File: config.mk
export PLATFORM = sky130hd
export DESIGN_NAME = dbs_transport
export DESIGN_NICKNAME = d
export VERILOG_FILES = /design/src/dbs_transport.v
export VERILOG_INCLUDE_DIRS = /design/src
export SDC_FILE = /design/constraint.sdc
export NUM_CORES = 1
export LEC_CHECK = 0
export BUFFER_PORTS_ARGS = -buffer_cell sky130_fd_sc_hd__buf_2
export CORE_AREA = 2 2 256 258
export DETAILED_ROUTE_END_ITERATION = 10
export DIE_AREA = 0 0 258 260
export PLACE_DENSITY = 0.66
export SYNTH_ARGS = -nofsm -noshare
export SYNTH_HDL_FRONTEND = slang
export SYNTH_SLANG_ARGS = --single-unit
File: constraint.sdc
create_clock -name clock -period 4.1 [get_ports clock]
set_input_delay 0.82 -clock clock [delete_from_list [all_inputs] [get_ports clock]]
set_output_delay 0.82 -clock clock [all_outputs]
set_load 0.005 [all_outputs]
File: src/dbs_consts.vh
// Constants for the scan debug transport and its debug module unit.
// Assumes one clock domain; scan pins are sampled, not used as clocks.
`ifndef DBS_CONSTS_VH
`define DBS_CONSTS_VH

// ****************************************
// Instruction codes
// ****************************************
`define DBS_IR_W          5
`define DBS_IR_RESET      5'h01
`define DBS_IR_DTMCTRL    5'h10
`define DBS_IR_DBUS       5'h11

// ****************************************
// Operation codes and status
// ****************************************
`define DBS_OP_NOP        2'h0
`define DBS_OP_READ       2'h1
`define DBS_OP_WRITE      2'h2
`define DBS_ST_OK         2'h0
`define DBS_ST_FAIL       2'h2
`define DBS_ST_BUSY       2'h3

// ****************************************
// Field positions
// ****************************************
`define DBS_DATA_W        34
`define DBS_INT_BIT       33
`define DBS_RESET_BIT     16
`define DBS_CTRL_W        32
`define DBS_VERSION       4'h0

// ****************************************
// Debug bus map
// ****************************************
`define DBS_RAM_AW        4
`define DBS_RAM_DEPTH     16
`define DBS_A_MODCTRL     5'h10
`define DBS_A_HALTSUM     5'h11

// ****************************************
// Timing
// ****************************************
`define DBS_CLOCK_MHZ     50
`define DBS_BUS_TIME_NS   40
`define DBS_BUS_CYCLES    ((`DBS_BUS_TIME_NS * `DBS_CLOCK_MHZ + 999) / 1000)
`define DBS_IDLE_CYCLES   3'h1

`endif

File: src/dbs_transport.v
// Scan debug transport with debug-bus engine, scratch RAM and interrupt bits.
// Assumes scan pins come from outside the clock domain and cores share the clock.
//
// Behaviour
// - Operation starts on Update-DR; result lands in data at next Capture-DR.
// - Unfinished operation at Capture-DR reports sticky status 3.
// - Code 2 reads address then writes data; complete only after the write.
// - One write scan returns old contents, writes new value, may raise interrupt.
// - Interrupt bit on a write starts the selected core on the program.
// - Halt via program setting halt, jump to resume entry, then interrupt.
// - A halted core at resume entry waits for the interrupt again.
// - Core resumes normal execution only when halt is clear at resume entry.
// - Entry to a debug program first saves core registers s0 and s1.
// - No new operation starts on Update-DR while status is sticky.
// - Operation code 0 does nothing and ignores data.
// - Status 2 reports a failed operation, sticky until bus reset written.
`include "dbs_consts.vh"

module dbs_transport #(
	parameter ADDR_W    = 5,
	parameter SEL_W     = 2,
	parameter NCORE     = 4,
	parameter BUS_CYC   = `DBS_BUS_CYCLES
) (
	input  wire                     clock,
	input  wire                     nrst,
	input  wire                     tck,
	input  wire                     tms,
	input  wire                     tdi,
	output reg                      tdo,
	output reg                      tdo_oe,
	input  wire [NCORE-1:0]         core_halted,
	input  wire [NCORE-1:0]         core_at_resume,
	input  wire [`DBS_RAM_AW-1:0]   core_ram_addr,
	input  wire                     core_ram_we,
	input  wire [31:0]              core_ram_wdata,
	output reg  [31:0]              core_ram_rdata,
	output reg  [NCORE-1:0]         core_debug_int,
	output reg  [NCORE-1:0]         core_save_regs,
	output reg  [NCORE-1:0]         core_resume,
	output reg  [NCORE-1:0]         core_wait,
	output reg  [SEL_W-1:0]         sel_core,
	output wire                     bus_busy
);

	localparam DBUS_W = ADDR_W + `DBS_DATA_W + 2;
	localparam [3:0] S_TLR = 4'h0, S_RTI = 4'h1, S_SELDR = 4'h2, S_CAPDR = 4'h3,
		S_SHDR = 4'h4, S_EX1DR = 4'h5, S_PADR = 4'h6, S_EX2DR = 4'h7, S_UPDR = 4'h8,
		S_SELIR = 4'h9, S_CAPIR = 4'ha, S_SHIR = 4'hb, S_EX1IR = 4'hc, S_PAIR = 4'hd,
		S_EX2IR = 4'he, S_UPIR = 4'hf;
	localparam [7:0] BUS_CNT = BUS_CYC[7:0];
	localparam [5:0] ABITS = ADDR_W[5:0];

	// ****************************************
	// Pin sampling and edge finding
	// ****************************************
	reg  [2:0]                  tck_s_reg;
	reg  [2:0]                  tms_s_reg;
	reg  [2:0]                  tdi_s_reg;
	reg                         tck_lvl_reg;
	reg                         tms_lvl_reg;
	reg                         tdi_lvl_reg;
	wire                        tck_rise;
	wire                        tck_fall;

	always @(posedge clock or negedge nrst)
	begin
		if (!nrst)
		begin
			tck_s_reg   <= 3'h0;
			tms_s_reg   <= 3'h7;
			tdi_s_reg   <= 3'h0;
			tck_lvl_reg <= 1'b0;
			tms_lvl_reg <= 1'b1;
			tdi_lvl_reg <= 1'b0;
		end
		else
		begin
			tck_s_reg <= {tck_s_reg[1:0], tck};
			tms_s_reg <= {tms_s_reg[1:0], tms};
			tdi_s_reg <= {tdi_s_reg[1:0], tdi};
			if (tck_s_reg[1] == tck_s_reg[2])
				tck_lvl_reg <= tck_s_reg[2];
			if (tms_s_reg[1] == tms_s_reg[2])
				tms_lvl_reg <= tms_s_reg[2];
			if (tdi_s_reg[1] == tdi_s_reg[2])
				tdi_lvl_reg <= tdi_s_reg[2];
		end
	end

	assign tck_rise = tck_s_reg[1] & tck_s_reg[2] & ~tck_lvl_reg;
	assign tck_fall = ~tck_s_reg[1] & ~tck_s_reg[2] & tck_lvl_reg;

	// ****************************************
	// Scan state machine
	// ****************************************
	reg  [3:0]                  tap_reg;
	reg  [3:0]                  tap_next;

	always @*
	begin
		tap_next = tap_reg;
		case (tap_reg)
			S_TLR:   tap_next = tms_lvl_reg ? S_TLR : S_RTI;
			S_RTI:   tap_next = tms_lvl_reg ? S_SELDR : S_RTI;
			S_SELDR: tap_next = tms_lvl_reg ? S_SELIR : S_CAPDR;
			S_CAPDR: tap_next = tms_lvl_reg ? S_EX1DR : S_SHDR;
			S_SHDR:  tap_next = tms_lvl_reg ? S_EX1DR : S_SHDR;
			S_EX1DR: tap_next = tms_lvl_reg ? S_UPDR : S_PADR;
			S_PADR:  tap_next = tms_lvl_reg ? S_EX2DR : S_PADR;
			S_EX2DR: tap_next = tms_lvl_reg ? S_UPDR : S_SHDR;
			S_UPDR:  tap_next = tms_lvl_reg ? S_SELDR : S_RTI;
			S_SELIR: tap_next = tms_lvl_reg ? S_TLR : S_CAPIR;
			S_CAPIR: tap_next = tms_lvl_reg ? S_EX1IR : S_SHIR;
			S_SHIR:  tap_next = tms_lvl_reg ? S_EX1IR : S_SHIR;
			S_EX1IR: tap_next = tms_lvl_reg ? S_UPIR : S_PAIR;
			S_PAIR:  tap_next = tms_lvl_reg ? S_EX2IR : S_PAIR;
			S_EX2IR: tap_next = tms_lvl_reg ? S_UPIR : S_SHIR;
			S_UPIR:  tap_next = tms_lvl_reg ? S_SELDR : S_RTI;
			default: tap_next = S_TLR;
		endcase
	end

	// ****************************************
	// Scan registers and status
	// ****************************************
	reg  [`DBS_IR_W-1:0]        ir_reg;
	reg  [`DBS_IR_W-1:0]        ir_sh_reg;
	reg  [DBUS_W-1:0]           dr_sh_reg;
	reg  [1:0]                  stat_reg;
	reg                         err_reg;
	reg                         busy_reg;
	reg  [7:0]                  cnt_reg;
	reg  [1:0]                  bop_reg;
	reg  [ADDR_W-1:0]           baddr_reg;
	reg  [`DBS_DATA_W-1:0]      bwdata_reg;
	reg  [`DBS_DATA_W-1:0]      result_reg;
	wire                        sticky;
	wire                        is_dbus;
	wire                        is_ctrl;
	wire                        start;
	wire                        done;
	wire                        do_write;
	wire                        bus_reset;
	wire [1:0]                  sh_op;
	wire [`DBS_CTRL_W-1:0]      ctrl_word;
	wire [`DBS_DATA_W-1:0]      rd_word;
	wire                        addr_ram;
	wire                        addr_ok;
	wire [1:0]                  cap_stat;
	reg  [31:0]                 ram [0:`DBS_RAM_DEPTH-1];
	reg  [NCORE-1:0]            int_reg;

	assign is_dbus   = (ir_reg == `DBS_IR_DBUS);
	assign is_ctrl   = (ir_reg == `DBS_IR_DTMCTRL);
	assign sticky    = (stat_reg == `DBS_ST_FAIL) | (stat_reg == `DBS_ST_BUSY);
	assign cap_stat  = sticky ? stat_reg : busy_reg ? `DBS_ST_BUSY
		: (err_reg ? `DBS_ST_FAIL : `DBS_ST_OK);
	assign sh_op     = dr_sh_reg[1:0];
	assign start     = tck_rise & (tap_reg == S_UPDR) & is_dbus & ~sticky & ~busy_reg
		& ((sh_op == `DBS_OP_READ) | (sh_op == `DBS_OP_WRITE));
	assign bus_reset = tck_rise & (tap_reg == S_UPDR) & is_ctrl & dr_sh_reg[`DBS_RESET_BIT];
	assign done      = busy_reg & (cnt_reg == 8'h00);
	assign do_write  = done & (bop_reg == `DBS_OP_WRITE) & addr_ok;
	assign bus_busy  = busy_reg;
	assign ctrl_word = {15'h0, 1'b0, 1'b0, ABITS[5:4], `DBS_IDLE_CYCLES, stat_reg,
		ABITS[3:0], `DBS_VERSION};
	assign addr_ram  = (baddr_reg < `DBS_RAM_DEPTH);
	assign addr_ok   = addr_ram | (baddr_reg == `DBS_A_MODCTRL) | (baddr_reg == `DBS_A_HALTSUM);
	assign rd_word   = addr_ram ? {int_reg[sel_core], 1'b0, ram[baddr_reg[`DBS_RAM_AW-1:0]]}
		: (baddr_reg == `DBS_A_MODCTRL)
		? {int_reg[sel_core], 1'b0, {(32-SEL_W){1'b0}}, sel_core}
		: {int_reg[sel_core], 1'b0, {(32-NCORE){1'b0}}, core_halted};

	always @(posedge clock or negedge nrst)
	begin
		if (!nrst)
		begin
			tap_reg    <= S_TLR;
			ir_reg     <= `DBS_IR_RESET;
			ir_sh_reg  <= {`DBS_IR_W{1'b0}};
			dr_sh_reg  <= {DBUS_W{1'b0}};
			stat_reg   <= `DBS_ST_OK;
			err_reg    <= 1'b0;
			tdo        <= 1'b0;
			tdo_oe     <= 1'b0;
		end
		else
		begin
			if (tck_rise)
			begin
				tap_reg <= tap_next;
				case (tap_reg)
					S_TLR:   ir_reg <= `DBS_IR_RESET;
					S_CAPIR: ir_sh_reg <= 5'h01;
					S_SHIR:  ir_sh_reg <= {tdi_lvl_reg, ir_sh_reg[`DBS_IR_W-1:1]};
					S_UPIR:  ir_reg <= ir_sh_reg;
					S_CAPDR:
					begin
						if (is_dbus)
						begin
							dr_sh_reg <= {baddr_reg, result_reg, cap_stat};
							stat_reg  <= cap_stat;
						end
						else if (is_ctrl)
							dr_sh_reg <= {{(DBUS_W-`DBS_CTRL_W){1'b0}}, ctrl_word};
						else
							dr_sh_reg <= {DBUS_W{1'b0}};
					end
					S_SHDR:
					begin
						if (is_dbus)
							dr_sh_reg <= {tdi_lvl_reg, dr_sh_reg[DBUS_W-1:1]};
						else if (is_ctrl)
							dr_sh_reg <= {{(DBUS_W-`DBS_CTRL_W){1'b0}}, tdi_lvl_reg,
								dr_sh_reg[`DBS_CTRL_W-1:1]};
						else
							dr_sh_reg <= {{(DBUS_W-1){1'b0}}, tdi_lvl_reg};
					end
					default: ;
				endcase
				if (bus_reset)
				begin
					stat_reg <= `DBS_ST_OK;
					err_reg  <= 1'b0;
				end
			end
			if (done)
				err_reg <= ~addr_ok;
			if (tck_fall)
			begin
				tdo_oe <= (tap_reg == S_SHDR) | (tap_reg == S_SHIR);
				tdo    <= (tap_reg == S_SHIR) ? ir_sh_reg[0] : dr_sh_reg[0];
			end
		end
	end

	// ****************************************
	// Debug bus engine
	// ****************************************
	always @(posedge clock or negedge nrst)
	begin
		if (!nrst)
		begin
			busy_reg   <= 1'b0;
			cnt_reg    <= 8'h00;
			bop_reg    <= `DBS_OP_NOP;
			baddr_reg  <= {ADDR_W{1'b0}};
			bwdata_reg <= {`DBS_DATA_W{1'b0}};
			result_reg <= {`DBS_DATA_W{1'b0}};
			sel_core   <= {SEL_W{1'b0}};
		end
		else
		begin
			if (start)
			begin
				busy_reg   <= 1'b1;
				cnt_reg    <= BUS_CNT - 8'h01;
				bop_reg    <= sh_op;
				baddr_reg  <= dr_sh_reg[DBUS_W-1:`DBS_DATA_W+2];
				bwdata_reg <= dr_sh_reg[`DBS_DATA_W+1:2];
			end
			else if (done)
			begin
				busy_reg   <= 1'b0;
				result_reg <= addr_ok ? rd_word : {`DBS_DATA_W{1'b0}};
				if (do_write && (baddr_reg == `DBS_A_MODCTRL))
					sel_core <= bwdata_reg[SEL_W-1:0];
			end
			else if (busy_reg)
				cnt_reg <= cnt_reg - 8'h01;
		end
	end

	// ****************************************
	// Scratch RAM
	// ****************************************
	always @(posedge clock)
	begin
		if (do_write && addr_ram)
			ram[baddr_reg[`DBS_RAM_AW-1:0]] <= bwdata_reg[31:0];
		else if (core_ram_we)
			ram[core_ram_addr] <= core_ram_wdata;
		core_ram_rdata <= ram[core_ram_addr];
	end

	// ****************************************
	// Per-core interrupt, halt and resume
	// ****************************************
	genvar gi;
	generate
		for (gi = 0; gi < NCORE; gi = gi + 1)
		begin : g_core
			wire set_int;
			assign set_int = do_write & bwdata_reg[`DBS_INT_BIT] & (sel_core == gi);
			always @(posedge clock or negedge nrst)
			begin
				if (!nrst)
				begin
					int_reg[gi]        <= 1'b0;
					core_debug_int[gi] <= 1'b0;
					core_save_regs[gi] <= 1'b0;
					core_resume[gi]    <= 1'b0;
					core_wait[gi]      <= 1'b0;
				end
				else
				begin
					if (set_int)
						int_reg[gi] <= 1'b1;
					else if (core_at_resume[gi])
						int_reg[gi] <= 1'b0;
					core_debug_int[gi] <= set_int | (int_reg[gi] & ~core_at_resume[gi]);
					core_save_regs[gi] <= set_int & ~int_reg[gi];
					core_resume[gi]    <= core_at_resume[gi] & ~core_halted[gi];
					if (set_int)
						core_wait[gi] <= 1'b0;
					else if (core_at_resume[gi] && core_halted[gi])
						core_wait[gi] <= 1'b1;
				end
			end
		end
	endgenerate

endmodule // dbs_transport

======== Yosys cells after proc, flatten, opt, wreduce, memory -nomap -nowiden ========
Memory sizes are Yosys's and may differ from the RTL's. A register that Yosys moved wholly into a read port is not among the register bits.
Index checks and enable logic that the tools add are counted.
operators by class
  eq/ne operators ......................... 31
  shifts and indexed selects .............. 0
  multipliers ............................. 0
  divide/modulo/power cells ............... 0
  reductions and logical operators ........ 38
  $lt $le $gt $ge ......................... 2
  add/subtract/negate cells ............... 1
  muxes and demuxes ....................... 64
  bitwise operators ....................... 59
operators by type and width
  kind                                                                   count
  32-bit 2-to-1 mux                                                      3
  41-bit 2-to-1 mux                                                      2
  41-bit case mux with 2 select lines                                    1
  4-bit case mux with 12 select lines                                    1
  34-bit 2-to-1 mux                                                      1
  2-bit nonzero test                                                     17
  4-bit equality test, second input constant                             8
  1-bit 2-to-1 mux                                                       32
  32-bit OR reduction                                                    1
  1-bit AND                                                              31
  4-bit 2-to-1 mux                                                       6
  8-bit 2-to-1 mux                                                       3
  5-bit equality test, second input constant                             4
  5-bit case mux with 2 select lines                                     2
  1-bit NOT                                                              19
  2-bit 2-to-1 mux                                                       9
  4-bit by 3-bit equality test with 1-bit output, second input constant  4
  2-bit equality test, second input constant                             6
  2-bit AND reduction                                                    6
  11-bit 2-to-1 mux                                                      1
  1-bit bitwise OR                                                       9
  4-bit by 2-bit equality test with 1-bit output, second input constant  2
  8-bit logical NOT                                                      1
  8-bit by 1-bit subtractor with 8-bit output, second input constant     1
  other kinds (14)                                                       25
storage, ports and cells
  latch bits .............................. 0
  memory bits (read-only) ................. 0
  output and inout port bits .............. 53
  bits in registers ....................... 178
  memory bits (writable) .................. 512
  memories ................................ 1
  input bits .............................. 50
memory list
  memory  depth  bits a word  rd ports  clocked after memory_dff  write ports  RTL line             text
  ram     16     32           2         1                         1            dbs_transport.v:151  reg [31:0] ram [0:`DBS_RAM_DEPTH-1];

======== Longest topological paths before layout ========
Gate-level depths: netlist of run 1.
  depth in word-level cells ............... 9
  depth in mapped cells ................... 8
  depth with buffers taken out ............ 6

======== Worst setup path before layout of run 1 ========
No wires, ideal clock.
  path kind ............................... in2reg
  start point ............................. input port core_ram_addr[3]
  end point ............................... memory ram[12][0] (enable)
  arrival ................................. 3.384 ns
  slack ................................... 0.295 ns
  cell stages on the path ................. 5
  data required time ...................... 3.679 ns
  cell sequence ........................... clkbuf_1 clkbuf_1 and3_1 mux2i_1 nor2_1
between the ends
  word-level cells in the longest chain between the ends .. 1
RTL lines
  element                     RTL line             text
  start: declaration          dbs_transport.v:34   input wire [`DBS_RAM_AW-1:0] core_ram_addr,
  4-bit 2-to-1 mux (no line)  --
  end: declaration            dbs_transport.v:151
Every way passes these cells.

======== Worst setup path in the final report of run 1 ========
  start point ............................. register cnt_reg[4]
  end point ............................... memory ram[9][12] (enable)
between the ends
  word-level cells in the longest chain between the ends .. 9
  elaborated cells between the ends (all ways) .. 12
RTL lines
  element                                                         RTL line             text
  start: declaration                                              dbs_transport.v:133  reg [7:0] cnt_reg;
  start signal: assignment                                        dbs_transport.v:258  cnt_reg <= BUS_CNT - 8'h01;
  start signal: assignment                                        dbs_transport.v:271  cnt_reg <= cnt_reg - 8'h01;
  8-bit logical NOT *                                             dbs_transport.v:163  assign done = busy_reg & (cnt_reg == 8'h00);
  1-bit AND *                                                     dbs_transport.v:163
  1-bit AND * (2 in series)                                       dbs_transport.v:164  assign do_write = done & (bop_reg == `DBS_OP_WRITE) & addr_ok;
  1-bit logical AND *                                             dbs_transport.v:280  if (do_write && addr_ram)
  1-bit 2-to-1 mux                                                dbs_transport.v:280
  1-bit 2-to-1 mux (implied by the code)                          dbs_transport.v:283  ram[core_ram_addr] <= core_ram_wdata;
  32-bit OR reduction (no line)                                   --
  4-bit 2-to-1 mux (no line) or 1-bit 2-to-1 mux (tied branches)  --
Mark *: on every way between the ends. The rest lies on a longest branch, timed or not.

==> impl_metrics.yaml, run 1 <==
drt:
  m1WireLength_um: 33200
  first_iter_violations: 1858
  wl_met2_um: 39800
  wire_per_inst_um: 29.7
  routed.top_layer: "met4"
  dr.pass1.iters: 5
  wirelength_um: 82300
  dr_wl_met3_um: 6680
  via_per_inst: 6.51
  postRouteAntennaNets: 0
  drc: 0
  vias: 18100
clock_tree:
  cts_resized: 0
  cts_tree: "yes"
  clk_latency_ns: 0.64
  cts_root_buffer: "clkbuf_16"
  hold_buffers: 0
  cts.sinks: 720
  cts_setup_buffers: 0
  clk_path_buf_depth: 3
  htreeDepth: 3
  numCtsBuffers: 77
  path_clk_slew_ns: 0.06
timing:
  finClkSkew_ns: 0.0246
  hold_slack_ns: 0.192
  rsz0062_at_grt: "no"
  post-route-period-util_pct: 94.3
  slew_headroom_pct: 28.5
  drv_slew: 0
  worst_pin_slew_ns: 1.07
  finalHoldViolCount: 0
  period_minus_slack_ns: 3.86
  max_freq_mhz: 259
  setup-tns-final_ns: 0
  setup_viol: 0
final_layout:
  fin_nets: 1909
  multi_input_area_um2: 11000
  syn_to_final_growth_pct: 13.8
  regArea_um2: 20400
  nFillCells: 4824
  drive_gt1_share_pct: 36.0
  n_antenna_cell: 0
  largest_register_ffs: 512
setup_path:
  cp_max_fo: 16
  worstSetupStartpointType: "flop"
  crit_arrival_ns: 4.24
  crit_required_ns: 4.48
  startpoint: "cnt_reg[4]"
  cp-end-kind: "flop"
  critPathKind: "flop to flop"
  r2r-start: "cnt_reg[4]"
synthesis:
  synth_top_area_share_pct: 48.3
  synth-main-ff-cell: "edfxtp_1"
  yosys.area.top_type: "edfxtp_1"
  async_flop_share_pct: 24.4
  ys_types: 67
  synth_area_leaders: "edfxtp_1 48%, mux4_2 20%, dfrtp_1 13%, mux2_2 2.1%, dfxtp_1 2.0%"
  seq_area_frac_synth_pct: 64.1
  syn_area_per_cell_um2: 18.3
  synth_commonest_cells: "512 x edfxtp_1, 283 x mux4_2, 171 x dfrtp_1"
  synth_nets: 1799
  yosys.cell_count.top_type: "edfxtp_1"
  synth_edf_count: 512
  synth-seq-cells: 720
  synth_area_um2: 31900
  ys_warn_count: 0
  netlist_instances: 1745
pwr:
  power.static_leakage_nw: 13.3
  p_total_mw: 15.8
  peakVddDrop_v: 0.000330
  powerDensity_nw_per_um2: 437
outcome:
  status: "completed"
floorplan:
  rows: 93
  dieArea_um2: 67100
  dieHeight_um: 260
  pin_count: 103
  fp.dieW_um: 258
  initial_core_util_pct: 49.7
  design.core.area_um2: 64100
global_routing:
  grt_overflow: 0
  grt_max_degree: 124
  grt_pass1_vias: 18700
  track_usage_pct: 25.1
  grt_pass1_wl_um: 123000
  antenna_found_initial: 1
placed_design:
  dp_hpwl_um: 49500
  port_buffers: 102
  routabilityCongestion: 0.796
min_path:
  worstHoldPathType: "input pin to async pin"
flow_run:
  drv_cap: 0
[layer usage]
layer | up-vias | GRT usage [%]
met5 | - | 0
met2 | 855 | 40.2
met4 | 0 | 8.30
met3 | 155 | 5.36
li1 | 7453 | -
met1 | 9594 | 34.5
[cells by family (layout without fill, tap and decap cells)]
kind of cell             count (synthesis)  in the layout  synth area share [%]
adder cells (fa/ha/maj)                  6              6                 0.220
XOR/XNOR                                 6              6                 0.165
AO/OA/AOI/OAI                          248            248                  5.28
multiplexers                           418            418                  25.0
buffers and inverters                  148            322                  1.99
AND/OR/NAND/NOR                        199            199                  3.24
flip-flops                             720            720                  64.1
[cells in the final DEF (no fill, tap or decap), types with 51 or more instances in the layout]
cell type,netlist,final
buf_2,29,99
mux4_2,283,283
mux2_2,60,60
o21ai_0,54,54
clkbuf_16,0,81
dfrtp_1,171,168
a22oi_1,84,84
buf_4,3,51
edfxtp_1,512,512
nand2_1,66,66
[critical path: stages, from the launching register on]
cell,delay (ns)
dfrtp_1,0.42
or3_1,0.58
o41ai_4,0.84
buf_4,0.45
mux2i_1,0.77
nor2_4,0.27
buf_12,0.27
[per-stage QoR]
stage | std cells | util [%] | cell area (um^2) | setup slack [ns]
after floorplan | 1745 | - | 31900 | 0.295
after global placement | 2631 | 52.6 | 33700 | 0.379
after detailed placement | 2631 | 52.6 | 33700 | 0.269
after CTS | 2774 | 56.5 | 36200 | 0.268
after global routing | 2774 | 56.5 | 36200 | 0.161
final | 2774 | 56.5 | 36200 | 0.235
[report_power, final]
part | total, mW | internal (mW) | switching [mW] | leakage (nW)
Clock | 6.95 | 4.04 | 2.90 | 1.23
Combinational | 0.867 | 0.352 | 0.514 | 4.15
Sequential | 8.02 | 7.90 | 0.121 | 7.95
[final timing paths]
kind	to	depth (start not counted)	slack, ns
max	ram[9][12]	6	0.24
max in group asynchronous	dr_sh_reg[5]	2	2.87
max reg2reg	ram[9][12]	6	0.24
min	core_debug_int[0]	1	0.19
min reg2reg	tck_s_reg[1]	0	0.35
min in group clock	tms_s_reg[0]	1	0.30
[cell type report]
type | count | share of cell area (%)
multi-input cells | 877 | 30.2
clock inverters | 24 | 0.766
well taps | 855 | 2.95
repair buffers | 166 | 3.27
flip-flops and latches | 720 | 56.4
clock buffers | 119 | 6.26
inverters | 13 | 0.135
Note: power is estimated with default switching activity, not from simulation.
==> run 2, diff against run 1 <==
--- a/config.mk
+++ b/config.mk
@@ -11,6 +11,7 @@
 export DETAILED_ROUTE_END_ITERATION = 10
 export DIE_AREA = 0 0 258 260
 export PLACE_DENSITY = 0.66
+export SETUP_SLACK_MARGIN = 0.3
 export SYNTH_ARGS = -nofsm -noshare
 export SYNTH_HDL_FRONTEND = slang
 export SYNTH_SLANG_ARGS = --single-unit
==> constraint.sdc (replaced) <==
create_clock -name clock -period 4.56 [get_ports clock]
set_input_delay 0.912 -clock clock [delete_from_list [all_inputs] [get_ports clock]]
set_output_delay 0.912 -clock clock [all_outputs]
set_load 0.005 [all_outputs]
==> run 2 against run 1 <==
Against the previous run: first-iteration DRC count grew 8.9%; count of clock-buffer cells in the layout down 12; die area is the same; register-to-register slack better by 0.40 ns; non-clock buffer count shrank 17.
==> impl_metrics.yaml, run 2 (synthesis results as in run 1) <==
timing:
  rsz0062_at_grt: "no"
  drv_slew: 0
  max_freq_mhz: 255
  setup_viol: 0
  worst_pin_slew_ns: 1.14
  setup-tns-final_ns: 0
  finClkSkew_ns: 0.0316
  post-route-period-util_pct: 86.0
  worst_slack_ns: 0.640
  period_minus_slack_ns: 3.92
  finalHoldViolCount: 0
  slew_headroom_pct: 24.1
setup_path:
  crit_buf_inv: 2
  path_cells: "inv_1 > ha_1 > nand2b_1 > nor4_2 > mux2i_1 > nor2_4 > buf_4"
  cp-end-kind: "flop"
  cp_max_fo: 24
  slowest_stage: "nor2_4"
  worstSetupStartpointType: "flop"
  crit_required_ns: 4.89
  critPathKind: "flop to flop"
  r2r_slack_ns: 0.64
  cp_top_family: "simple AND/OR/NAND/NOR gates"
  crit_arrival_ns: 4.25
  slowest_delay_ns: 0.97
final_layout:
  regArea_um2: 20400
  n_antenna_cell: 0
  stdcell_area_um2: 36100
  nFillCells: 4830
  drive_gt1_share_pct: 35.6
  multi_input_area_um2: 11000
  fin_nets: 1892
  post-route-util_pct: 56.2
  largest_register_ffs: 512
  syn_to_final_growth_pct: 13.2
  final_cell_mix: "512 x edfxtp_1, 283 x mux4_2, 168 x dfrtp_1, 99 x buf_2, 84 x a22oi_1"
  final_cells: 2758
  final_common_cell: "edfxtp_1"
floorplan:
  dieHeight_um: 260
  initial_core_util_pct: 49.7
  design.core.area_um2: 64100
  rows: 93
  dieArea_um2: 67100
  fp.dieW_um: 258
  pin_count: 103
pwr:
  peakVddDrop_v: 0.000314
  power.static_leakage_nw: 13.2
  powerDensity_nw_per_um2: 395
clock_tree:
  cts_resized: 0
  numCtsBuffers: 77
  clk_latency_ns: 0.64
  path_clk_slew_ns: 0.06
  cts_setup_buffers: 0
  cts_tree: "yes"
  cts_root_buffer: "clkbuf_16"
  htreeDepth: 3
  cts.sinks: 720
  clk_path_buf_depth: 3
  hold_buffers: 0
global_routing:
  grt_pass1_wl_um: 120000
  grt_max_degree: 117
  grt_overflow: 0
  grt_pass1_vias: 18300
  antenna_found_initial: 4
  track_usage_pct: 24.8
drt:
  drc: 0
  postRouteAntennaNets: 0
  wire_per_inst_um: 29.5
  via_per_inst: 6.46
  dr.pass1.iters: 5
  vias: 17800
  first_iter_violations: 2024
  wirelength_um: 81400
placed_design:
  port_buffers: 102
  dp_slack_ns: 0.672
  routabilityCongestion: 0.806
  dpl.cell_count: 2614
  placed_cell_area_um2: 33500
  dp_hpwl_um: 46500
min_path:
  worstHoldPathType: "input pin to async pin"
outcome:
  status: "completed"
flow_run:
  drv_cap: 0
run 2: worst paths after layout:
kind,depth (start not counted),to,start
hold / removal,1,core_wait[0],nrst
min in group clock,0,tck_s_reg[1],tck_s_reg[0]
max in group asynchronous,2,tms_s_reg[2],nrst
setup reg to reg,7,ram[15][11],cnt_reg[0]
hold reg to reg,0,tck_s_reg[1],tck_s_reg[0]
setup / recovery,7,ram[15][11],cnt_reg[0]
run 2: per-layer routing:
layer  part of all wire (%)  vias up  track usage (%)
met5                  0.016        -                0
met4                    2.9        2             8.01
met3                    8.5      154             5.26
met2                     49      806             40.0
met1                     40     9440             34.0
li1                       -     7413                -
run 2: power by group:
group / switching [mW] / internal [mW] / leakage, nW
Combinational: 0.457 / 0.314 / 4.04
Clock: 2.63 / 3.62 / 1.26
Sequential: 0.114 / 7.11 / 7.95
run 2: cell type report:
class                      instances  share of cell area, %
sequential                       720                   56.7
multi-input combinational        877                   30.4
clock buffer                     107                   6.08
tap                              855                   2.97
timing repair buffer             149                   2.76
clock inverter                    37                  0.975
inverter                          13                  0.135
run 2: metrics by stage:
stage	power (mW)	hold WS (ns)
6_report	14.2	0.324
5_1_grt	14.7	0.357
4_1_cts	14.3	0.353
3_5_place_dp	8.13	0.336
3_3_place_gp	8.11	0.340
2_1_floorplan	7.82	0.331
